<file path="src/design/adp_pkg.sv">
// Shared constants and types for the interrupt controller port block.
// Assumes a single 100 MHz clock domain and an 8-bit byte address per space.
package adp_pkg;

  // Number of interrupt inputs served by the redirection table.
  localparam int          NUM_IRQ          = 24;
  localparam logic [4:0]  IRQ_LAST         = 5'h17;

  // Direct memory space byte offsets.
  localparam logic [7:0]  OFF_INDEX        = 8'h00;
  localparam logic [7:0]  OFF_WINDOW       = 8'h10;
  localparam logic [7:0]  OFF_PIN_ASSERT   = 8'h20;
  localparam logic [7:0]  OFF_EOI          = 8'h40;

  // Configuration space offsets of the power capability.
  localparam logic [7:0]  OFF_PM_CAPID     = 8'h6c;
  localparam logic [7:0]  OFF_POWER_MGMT_CAPABILITIES       = 8'h6e;
  localparam logic [7:0]  OFF_PM_CTRL      = 8'h70;
  localparam logic [7:0]  POWER_MGMT_CAPABILITIES_ID        = 8'h01;
  localparam logic [7:0]  PM_NEXT_PTR      = 8'h00;
  localparam logic [15:0] POWER_MGMT_CAPABILITIES_VALUE     = 16'h0002;

  // Power state codes; the two others are reserved.
  localparam logic [1:0]  PWR_D0           = 2'h0;
  localparam logic [1:0]  PWR_D3HOT        = 2'h3;

  // Indirect register indices.
  localparam logic [7:0]  IND_APIC_ID      = 8'h00;
  localparam logic [7:0]  IND_VERSION      = 8'h01;
  localparam logic [7:0]  IND_ARB_ID       = 8'h02;
  localparam logic [7:0]  IND_BOOT_CFG     = 8'h03;
  localparam logic [7:0]  IND_REDIR_FIRST  = 8'h10;
  localparam logic [7:0]  IND_REDIR_LAST   = 8'h3f;

  // Indirect register contents and fields.
  localparam logic [31:0] VERSION_VALUE    = 32'h00178020;
  localparam int          APIC_ID_LSB      = 24;
  localparam logic        BOOT_CFG_RESET   = 1'h1;
  localparam logic [31:0] RDL_RESET        = 32'h00010000;
  localparam logic [31:0] RDH_RESET        = 32'h00000000;
  localparam logic [31:0] RDL_WMASK        = 32'h0003afff;
  localparam logic [31:0] RDH_WMASK        = 32'hffffffff;
  localparam int          RDL_REMOTE_BIT   = 14;
  localparam int          RDL_MASK_BIT     = 16;

  // Merge the enabled byte lanes of a write into an old word.
  function automatic logic [31:0] byte_merge(input logic [31:0] oldW, input logic [31:0] newW,
                                             input logic [3:0] be);
    logic [31:0] r;
    r = oldW;
    for (int b = 0; b < 4; b++) begin
      if (be[b]) begin
        r[b*8 +: 8] = newW[b*8 +: 8];
      end
    end
    return r;
  endfunction

  // Whole state of the front end.
  typedef struct packed {
    logic [7:0]         index;
    logic [1:0]         pwr;
    logic [3:0]         apicId;
    logic               bootDt;
    logic [4:0]         pinAssert;
    logic               rspValid;
    logic [31:0]        rspData;
    logic               reqDropped;
    logic               msgValid;
    logic [31:0]        msgLow;
    logic [31:0]        msgHigh;
    logic [NUM_IRQ-1:0] vwire;
  } adp_state_t;

  // Whole state of the redirection table.
  typedef struct packed {
    logic [NUM_IRQ-1:0][31:0] low;
    logic [NUM_IRQ-1:0][31:0] high;
  } adp_table_t;

endpackage

</file>
<file path="src/design/adp_redir_table.sv">
// Redirection table: 24 low/high entry pairs with end-of-interrupt clearing.
// Assumes the front end qualifies writes and end-of-interrupt strobes.
`timescale 1ns/1ns
module adp_redir_table (
  input  wire logic                         clk,         // System clock.
  input  wire logic                         reset,       // Asynchronous, active high.
  input  wire logic [7:0]                   idx,         // Current indirect index.
  input  wire logic                         wrEn,        // Window write into the table.
  input  wire logic [3:0]                   wrBe,        // Byte lanes of that write.
  input  wire logic [31:0]                  wrData,      // Write data.
  output      logic                         inRange,     // Index addresses a table entry.
  output      logic [31:0]                  rdData,      // Dword selected by the index.
  input  wire logic [4:0]                   selIrq,      // Input picked by a pin assertion.
  output      logic [31:0]                  selLow,      // Its low dword.
  output      logic [31:0]                  selHigh,     // Its high dword.
  input  wire logic                         eoiEn,       // End-of-interrupt strobe.
  input  wire logic [7:0]                   eoiVector,   // Vector to clear.
  input  wire logic [adp_pkg::NUM_IRQ-1:0]  remoteSet    // Level delivery accepted per input.
);
  import adp_pkg::*;

  adp_table_t  q;                       // Registered table.
  adp_table_t  d;                       // Next table.
  logic [7:0]  rel;                     // Index relative to the first entry.
  logic [4:0]  entry;                   // Entry number selected by the index.
  logic        hiSel;                   // Odd index selects the high dword.
  logic [31:0] lowNext  [NUM_IRQ];      // Per-entry next low dword.
  logic [31:0] highNext [NUM_IRQ];      // Per-entry next high dword.

  assign rel     = idx - IND_REDIR_FIRST;
  assign entry   = rel[5:1];
  assign hiSel   = rel[0];
  assign inRange = (idx >= IND_REDIR_FIRST) && (idx <= IND_REDIR_LAST);
  assign rdData  = hiSel ? q.high[entry] : q.low[entry];
  assign selLow  = q.low[selIrq];
  assign selHigh = q.high[selIrq];

  // Each entry compares its own vector, so every match clears at once.
  for (genvar i = 0; i < NUM_IRQ; i++) begin : g_ent
    logic hit;                          // This entry is the window target.
    logic eoiHit;                       // End of interrupt names this vector.
    assign hit    = wrEn && inRange && (entry == 5'(i));
    assign eoiHit = eoiEn && (q.low[i][7:0] == eoiVector);

    // Read-only bits keep their value; a new delivery wins over a clear in the same cycle.
    always_comb begin
      lowNext[i] = q.low[i];
      if (hit && !hiSel) begin
        lowNext[i] = (q.low[i] & ~RDL_WMASK) | (byte_merge(q.low[i], wrData, wrBe) & RDL_WMASK);
      end
      if (eoiHit) begin
        lowNext[i][RDL_REMOTE_BIT] = 1'b0;
      end
      if (remoteSet[i]) begin
        lowNext[i][RDL_REMOTE_BIT] = 1'b1;
      end
      highNext[i] = q.high[i];
      if (hit && hiSel) begin
        highNext[i] = (q.high[i] & ~RDH_WMASK) | (byte_merge(q.high[i], wrData, wrBe) & RDH_WMASK);
      end
    end

  end

  // Gather the per-entry values into the next state.
  always_comb begin
    d = q;
    for (int k = 0; k < NUM_IRQ; k++) begin
      d.low[k]  = lowNext[k];
      d.high[k] = highNext[k];
    end
  end

  // Table storage; the power state never touches it.
  always_ff @(posedge clk or posedge reset) begin
    if (reset) begin
      for (int k = 0; k < NUM_IRQ; k++) begin
        q.low[k]  <= RDL_RESET;
        q.high[k] <= RDH_RESET;
      end
    end else begin
      q <= d;
    end
  end
endmodule // adp_redir_table

</file>
<file path="src/design/adp_apic_port.sv">
// Front end of the interrupt controller function: power capability in
// configuration space and the index/window/pin-assert/end-of-interrupt
// registers in memory space.
// Assumes one request per cycle on a simple synchronous request port and a
// separate message delivery stage that reports accepted level deliveries.
`timescale 1ns/1ns

module adp_apic_port (
  input  wire logic                         clk,          // System clock, 100 MHz.
  input  wire logic                         reset,        // Asynchronous, active high.
  input  wire logic                         reqValid,     // A request is offered this cycle.
  input  wire logic                         reqIsCfg,     // Request is a configuration access.
  input  wire logic                         reqWrite,     // Write when high, read when low.
  input  wire logic [7:0]                   reqAddr,      // Byte address within the space.
  input  wire logic [3:0]                   reqByteEn,    // Byte lanes of the dword.
  input  wire logic [31:0]                  reqWdata,     // Write data, lane aligned.
  output      logic                         rspValid,     // Request completed, one cycle.
  output      logic [31:0]                  rspData,      // Read data of the completion.
  output      logic                         reqDropped,   // Request ignored in D3hot, one cycle.
  output      logic                         msgValid,     // Interrupt message, one cycle.
  output      logic [31:0]                  msgLow,       // Message low dword.
  output      logic [31:0]                  msgHigh,      // Message high dword.
  input  wire logic [adp_pkg::NUM_IRQ-1:0]  remoteSet,    // Level delivery accepted per input.
  input  wire logic [adp_pkg::NUM_IRQ-1:0]  vwireIn,      // Virtual wire levels from agents.
  output      logic [adp_pkg::NUM_IRQ-1:0]  vwireOut,     // Forwarded virtual wire levels.
  output      logic [1:0]                   powerState    // Current power state field.
);
  import adp_pkg::*;

  adp_state_t  q;              // Registered state.
  adp_state_t  d;              // Next state.
  logic        inD3;           // Function sits in D3hot.
  logic        accepted;       // Request is served this cycle.
  logic        memWrite;       // Served memory write.
  logic        memRead;        // Served memory read.
  logic        hitWindow;      // Address falls on the window dword.
  logic        tableWrEn;      // Window write reaches the table.
  logic        tableInRange;   // Index points into the table.
  logic [31:0] tableRdData;    // Table dword under the index.
  logic [31:0] windowRd;       // Whatever the window shows now.
  logic [4:0]  selIrq;         // Input named by a pin assertion write.
  logic [31:0] selLow;         // Low dword of that input's entry.
  logic [31:0] selHigh;        // High dword of that input's entry.
  logic        parValid;       // Pin assertion carries a legal input.
  logic        eoiEn;          // End-of-interrupt write this cycle.

  // Memory requests are refused outright in D3hot; configuration always passes.
  assign inD3      = (q.pwr == PWR_D3HOT);
  assign accepted  = reqValid && (reqIsCfg || !inD3);
  assign memWrite  = accepted && !reqIsCfg && reqWrite;
  assign memRead   = accepted && !reqIsCfg && !reqWrite;
  assign hitWindow = (reqAddr[7:2] == OFF_WINDOW[7:2]);

  // The window follows the index set beforehand.
  assign tableWrEn = memWrite && hitWindow;

  // The selected input is the low field of the written data.
  assign selIrq    = reqWdata[4:0];
  assign parValid  = (selIrq <= IRQ_LAST);

  // Only a write at the end-of-interrupt offset that enables lane zero counts; the vector sits in that lane.
  assign eoiEn     = memWrite && (reqAddr[7:2] == OFF_EOI[7:2]) && reqByteEn[0];

  // Mux of the indirect registers that live outside the table.
  always_comb begin
    windowRd = 32'h00000000;
    if (tableInRange) begin
      windowRd = tableRdData;
    end else begin
      case (q.index)
        IND_APIC_ID:  windowRd[APIC_ID_LSB +: 4] = q.apicId;
        IND_VERSION:  windowRd = VERSION_VALUE;
        IND_ARB_ID:   windowRd[APIC_ID_LSB +: 4] = q.apicId;
        IND_BOOT_CFG: windowRd[0] = q.bootDt;
        default:      windowRd = 32'h00000000;
      endcase
    end
  end

  // Table of redirection entries; remote flags and vectors live there.
  adp_redir_table u_table (
    .clk       (clk),
    .reset     (reset),
    .idx       (q.index),
    .wrEn      (tableWrEn),
    .wrBe      (reqByteEn),
    .wrData    (reqWdata),
    .inRange   (tableInRange),
    .rdData    (tableRdData),
    .selIrq    (selIrq),
    .selLow    (selLow),
    .selHigh   (selHigh),
    .eoiEn     (eoiEn),
    .eoiVector (reqWdata[7:0]),
    .remoteSet (remoteSet)
  );

  // Next-state logic for the whole front end.
  always_comb begin
    d            = q;
    d.rspValid   = 1'b0;
    d.reqDropped = 1'b0;
    d.msgValid   = 1'b0;
    // Virtual wires pass in every power state.
    d.vwire      = vwireIn;
    if (reqValid && !accepted) begin
      // No completion at all; the requester sees only the drop pulse.
      d.reqDropped = 1'b1;
    end else if (accepted) begin
      d.rspValid = 1'b1;
      d.rspData  = 32'h00000000;
      if (reqIsCfg) begin
        case (reqAddr[7:2])
          OFF_PM_CAPID[7:2]: begin
            // Identifier, next pointer and the fixed capability word share one dword.
            d.rspData = {POWER_MGMT_CAPABILITIES_VALUE, PM_NEXT_PTR, POWER_MGMT_CAPABILITIES_ID};
          end
          OFF_PM_CTRL[7:2]: begin
            d.rspData[1:0] = q.pwr;
            // Reserved codes still complete but leave the state alone.
            if (reqWrite && reqByteEn[0] &&
                ((reqWdata[1:0] == PWR_D0) || (reqWdata[1:0] == PWR_D3HOT))) begin
              d.pwr = reqWdata[1:0];
            end
          end
          default: begin
            d.rspData = 32'h00000000;
          end
        endcase
      end else begin
        case (reqAddr[7:2])
          OFF_INDEX[7:2]: begin
            d.rspData[7:0] = q.index;
            if (reqWrite && reqByteEn[0]) begin
              d.index = reqWdata[7:0];
            end
          end
          OFF_WINDOW[7:2]: begin
            d.rspData = windowRd;
            // Only the APIC ID and delivery type are writable outside the table.
            if (reqWrite && (q.index == IND_APIC_ID) && reqByteEn[3]) begin
              d.apicId = reqWdata[APIC_ID_LSB +: 4];
            end
            if (reqWrite && (q.index == IND_BOOT_CFG) && reqByteEn[0]) begin
              d.bootDt = reqWdata[0];
            end
          end
          OFF_PIN_ASSERT[7:2]: begin
            d.rspData[4:0] = q.pinAssert;
            if (reqWrite && reqByteEn[0]) begin
              d.pinAssert = selIrq;
              // Every write is an edge: the entry's trigger mode is not consulted and
              // no pending flag is set, so repeated writes each yield a message.
              if (parValid && !selLow[RDL_MASK_BIT] && !inD3) begin
                d.msgValid = 1'b1;
                d.msgLow   = selLow;
                d.msgHigh  = selHigh;
              end
            end
          end
          default: begin
            // End of interrupt is write only and unmapped offsets read as zero.
            d.rspData = 32'h00000000;
          end
        endcase
      end
    end
  end

  // State register; nothing here looks at the power state on reset or exit.
  always_ff @(posedge clk or posedge reset) begin
    if (reset) begin
      q            <= '0;
      q.index      <= 8'h00;
      q.pwr        <= PWR_D0;
      q.bootDt     <= BOOT_CFG_RESET;
    end else begin
      q <= d;
    end
  end

  assign rspValid   = q.rspValid;
  assign rspData    = q.rspData;
  assign reqDropped = q.reqDropped;
  assign msgValid   = q.msgValid;
  assign msgLow     = q.msgLow;
  assign msgHigh    = q.msgHigh;
  assign vwireOut   = q.vwire;
  assign powerState = q.pwr;
endmodule // adp_apic_port

</file>
<file path="config.mk">
export PLATFORM = sky130hd
export DESIGN_NAME = adp_apic_port
export DESIGN_NICKNAME = d
export VERILOG_FILES = /design/src/design/adp_pkg.sv /design/src/design/adp_redir_table.sv /design/src/design/adp_apic_port.sv
export SDC_FILE = /design/constraint.sdc
export NUM_CORES = 2
export LEC_CHECK = 0
export ABC_AREA = 1
export CORE_UTILIZATION = 35
export CTS_CLUSTER_DIAMETER = 50
export CTS_CLUSTER_SIZE = 10
export DETAILED_ROUTE_END_ITERATION = 8
export DONT_BUFFER_PORTS = 1
export PLACE_DENSITY = 0.52
export SYNTH_ARGS = -nofsm -noshare
export SYNTH_HDL_FRONTEND = slang
export SYNTH_SLANG_ARGS = --single-unit
</file>
<file path="constraint.sdc">
create_clock -name clk -period 39.5 [get_ports clk]
set_clock_uncertainty 0.2 [all_clocks]
set_input_delay 1.975 -clock clk [delete_from_list [all_inputs] [get_ports clk]]
set_output_delay 1.975 -clock clk [all_outputs]
set_load 0.02 [all_outputs]
</file>
==> metrics <==
remaining global-route overflow 0; Port Buffers 0; most frequent cells in the layout nand2_1 (2162), dfrtp_1 (1278), o21ai_0 (1140); Worst-path clk slew 0.06 ns; vias after detailed routing ~65000; HPWL after DPL 170100 um; register bit total from synthesis 1305; Post-CTS Resized 0; hold_sp u_table.q[569]$_DFFE_PP0P_; layout cells sized above 1 0.1001; Yosys cell types between 50 and 60; cell count after synthesis 8882; post-synth top area cell dfrtp_1; CTS Buf Count 185; max cap viols 0; Setup CP Type primary input to flip-flop; Clock Latency Late Sink 0.85 ns; total power 3.244 mW; crit end category flip-flop; Net Count, Synth 8982; min Tclk post-route between 6 and 7 ns; Synth Flop Type dfrtp_1; Synth top area share 0.4465; R2R setup slack 34.01 ns; Critical Path RT 40.00 ns; largest net degree at the start of global routing between 500 and 600; CP startpoint reqWdata[0]; Die H between 400 and 500 um; reg2reg start q[137]$_DFFE_PP0P_; most common cell after layout, fill and taps aside nand2_1; initial antenna violation count 19; Slew Limit Fails 204; setup TNS 0 ns; worst-path fanout max around 570; failing checks max-slew violations; Initial Util 0.3535; global placement routability congestion 0.8736; vias per cell 5.890; status finished, violations left; Tcrit/Tclk final 0.1522; area delta synth->final 8.089%; core area between 0.2 and 0.25 mm2; Mapped Area roughly 0.072 mm2; worst vdd ir 51.67 uV; final hold vios 0; Critical Path Source Type primary input; TritonRoute pass-1 iters 8; Root Buffer clkbuf_16; clock buffer depth 3; sequential area share after synthesis 0.4556; vias in the first global route 61490; WP data arrival 6.51 ns; Ys Warns 0; Setup Buffers After CTS 0; Final setup viols 0; final wirelength 291900 um; number of synthesized flops with an enable pin 0; Die W about 450 um; highest clock rate between 150 and 200 MHz; unrepaired setup endpoints after global routing no; Syn Area/Cell slightly above 8 um2; CTS Hold Bufs 0; clock sink count 1305; Static Leakage 33.11 nW; total track usage 0.2769; Routed Antenna Nets 0; CTS tree done; FILL cells 20770; Area contributors post-synth dfrtp_1 (45%), nand2_1 (11%), o21ai_0 (8.0%), o21ai_1 (4.3%), a22oi_1 (3.8%); Die ar. 0.2068 mm2; Routed wire per std cell roughly 26 um; DR iter-0 viols 8143; wire length of the first global-routing pass 427900 um; Slew Limit Headroom -0.1257; worst-margin pin slew 1.689 ns; H-tree depth 4; detailed-route DRC error count 0; PD cells 41.83 mW/mm2; # rows roughly 170; final net count 8386; ys async rst share 1.000; Hold/Removal Path Class flip-flop to flip-flop; boundary pin count 222
synthesized netlist by cell type, types with 17 or more instances:
cell,instances
nand2_1,2166
dfrtp_1,1280
o21ai_0,1140
nor2_1,633
o21ai_1,616
clkbuf_1,463
a22oi_1,367
a21oi_1,258
inv_1,248
o21ai_2,201
nand3_1,191
o221ai_1,146
buf_4,140
buf_2,129
o211ai_1,91
xor2_1,85
buf_6,82
o22ai_1,79
buf_1,57
nand2_4,53
nand2_2,50
a221oi_1,46
nand4_1,44
nor3_1,36
nor2_4,28
nor4_1,27
dfstp_2,25
xnor2_1,25
or2_2,22
nand4_4,20
o211a_1,18
o2111ai_1,17
power breakdown:
part,internal (mW),switching [mW]
Clock,1.03,0.666
Sequential,1.34,0.00584
Combinational,0.0430,0.162
Total,2.41,0.834
kinds of logic after synthesis:
| logic type | Yosys count | share of synthesized area |
|---|---|---|
| AOI/OAI and AO/OA | 3013 | 0.2515 |
| xor gates and xnor gates | 110 | 0.01343 |
| adders and majority gates | 3 | 0.0005233 |
| buffers and inverters | 1137 | 0.07817 |
| DFF | 1305 | 0.4556 |
| muxes | 1 | 0.0001395 |
| and+or+nand+nor | 3313 | 0.2006 |
worst paths after layout:
path / depth (start not counted) / to
hold / removal: 2 / u_table.q[569]$_DFFE_PP0P_
max in group asynchronous: 4 / u_table.q[150]$_DFFE_PP0P_
setup / recovery: 11 / msgHigh[0]$_DFFE_PP0P_
min in group asynchronous: 1 / vwireOut[17]$_DFF_PP0_
setup reg to reg: 16 / rspData[17]$_DFFE_PP0P_
hold reg to reg: 2 / u_table.q[569]$_DFFE_PP0P_
registers in the layout (all words and copies together) (netlist names):
register	flops
rspData	32
reqDropped	1
msgLow	18
msgHigh	32
u_table.q	1176
rspValid	1
powerState	2
vwireOut	24
msgValid	1
q	18
per-layer routing:
| layer | track usage | wire, um | vias to the layer above |
|---|---|---|---|
| met5 | 0 | 61 | - |
| met4 | 0.1226 | 12970 | 10 |
| met3 | 0.05503 | 26180 | 667 |
| met2 | 0.4160 | 127600 | 3462 |
| met1 | 0.3842 | 125000 | 32000 |
| li1 | - | - | 29270 |
stage by stage:
stage          hold WS (ns)  instances  setup slack (ns)    util  instance area, um2
2_1_floorplan        0.2500       8882            0.5828       -               71740
3_3_place_gp         0.2653      10770             32.83  0.3516               71350
3_5_place_dp         0.2684      10770             32.79  0.3516               71350
4_1_cts              0.2825      11100             33.70  0.3820               77520
5_1_grt              0.2975      11100             33.44  0.3820               77530
6_report             0.2799      11110             33.49  0.3821               77550
worst max-delay path, cell delays in order:
cell and delay (ns):
inv_8 0.69, buf_4 0.71, buf_4 0.79, buf_4 0.72, a21oi_1 0.12, o21ai_0 0.12
o211ai_1 0.11, o211ai_1 0.16, a21oi_1 0.10, nor3_1 0.50, nor2_1 0.09
area by class of cell:
cell class              count  area, um2  share of cell area
clock buffers             251       5157             0.06651
inverters                 264       1039             0.01339
repair buffers             90      750.7            0.009681
multi-input cells        6440      33520              0.4323
diodes                     10      25.02           0.0003227
flip-flops and latches   1305      32690              0.4216
clock inverters            74       1018             0.01313
well taps                2672       3343             0.04311
(Power assumes the default switching activity.)
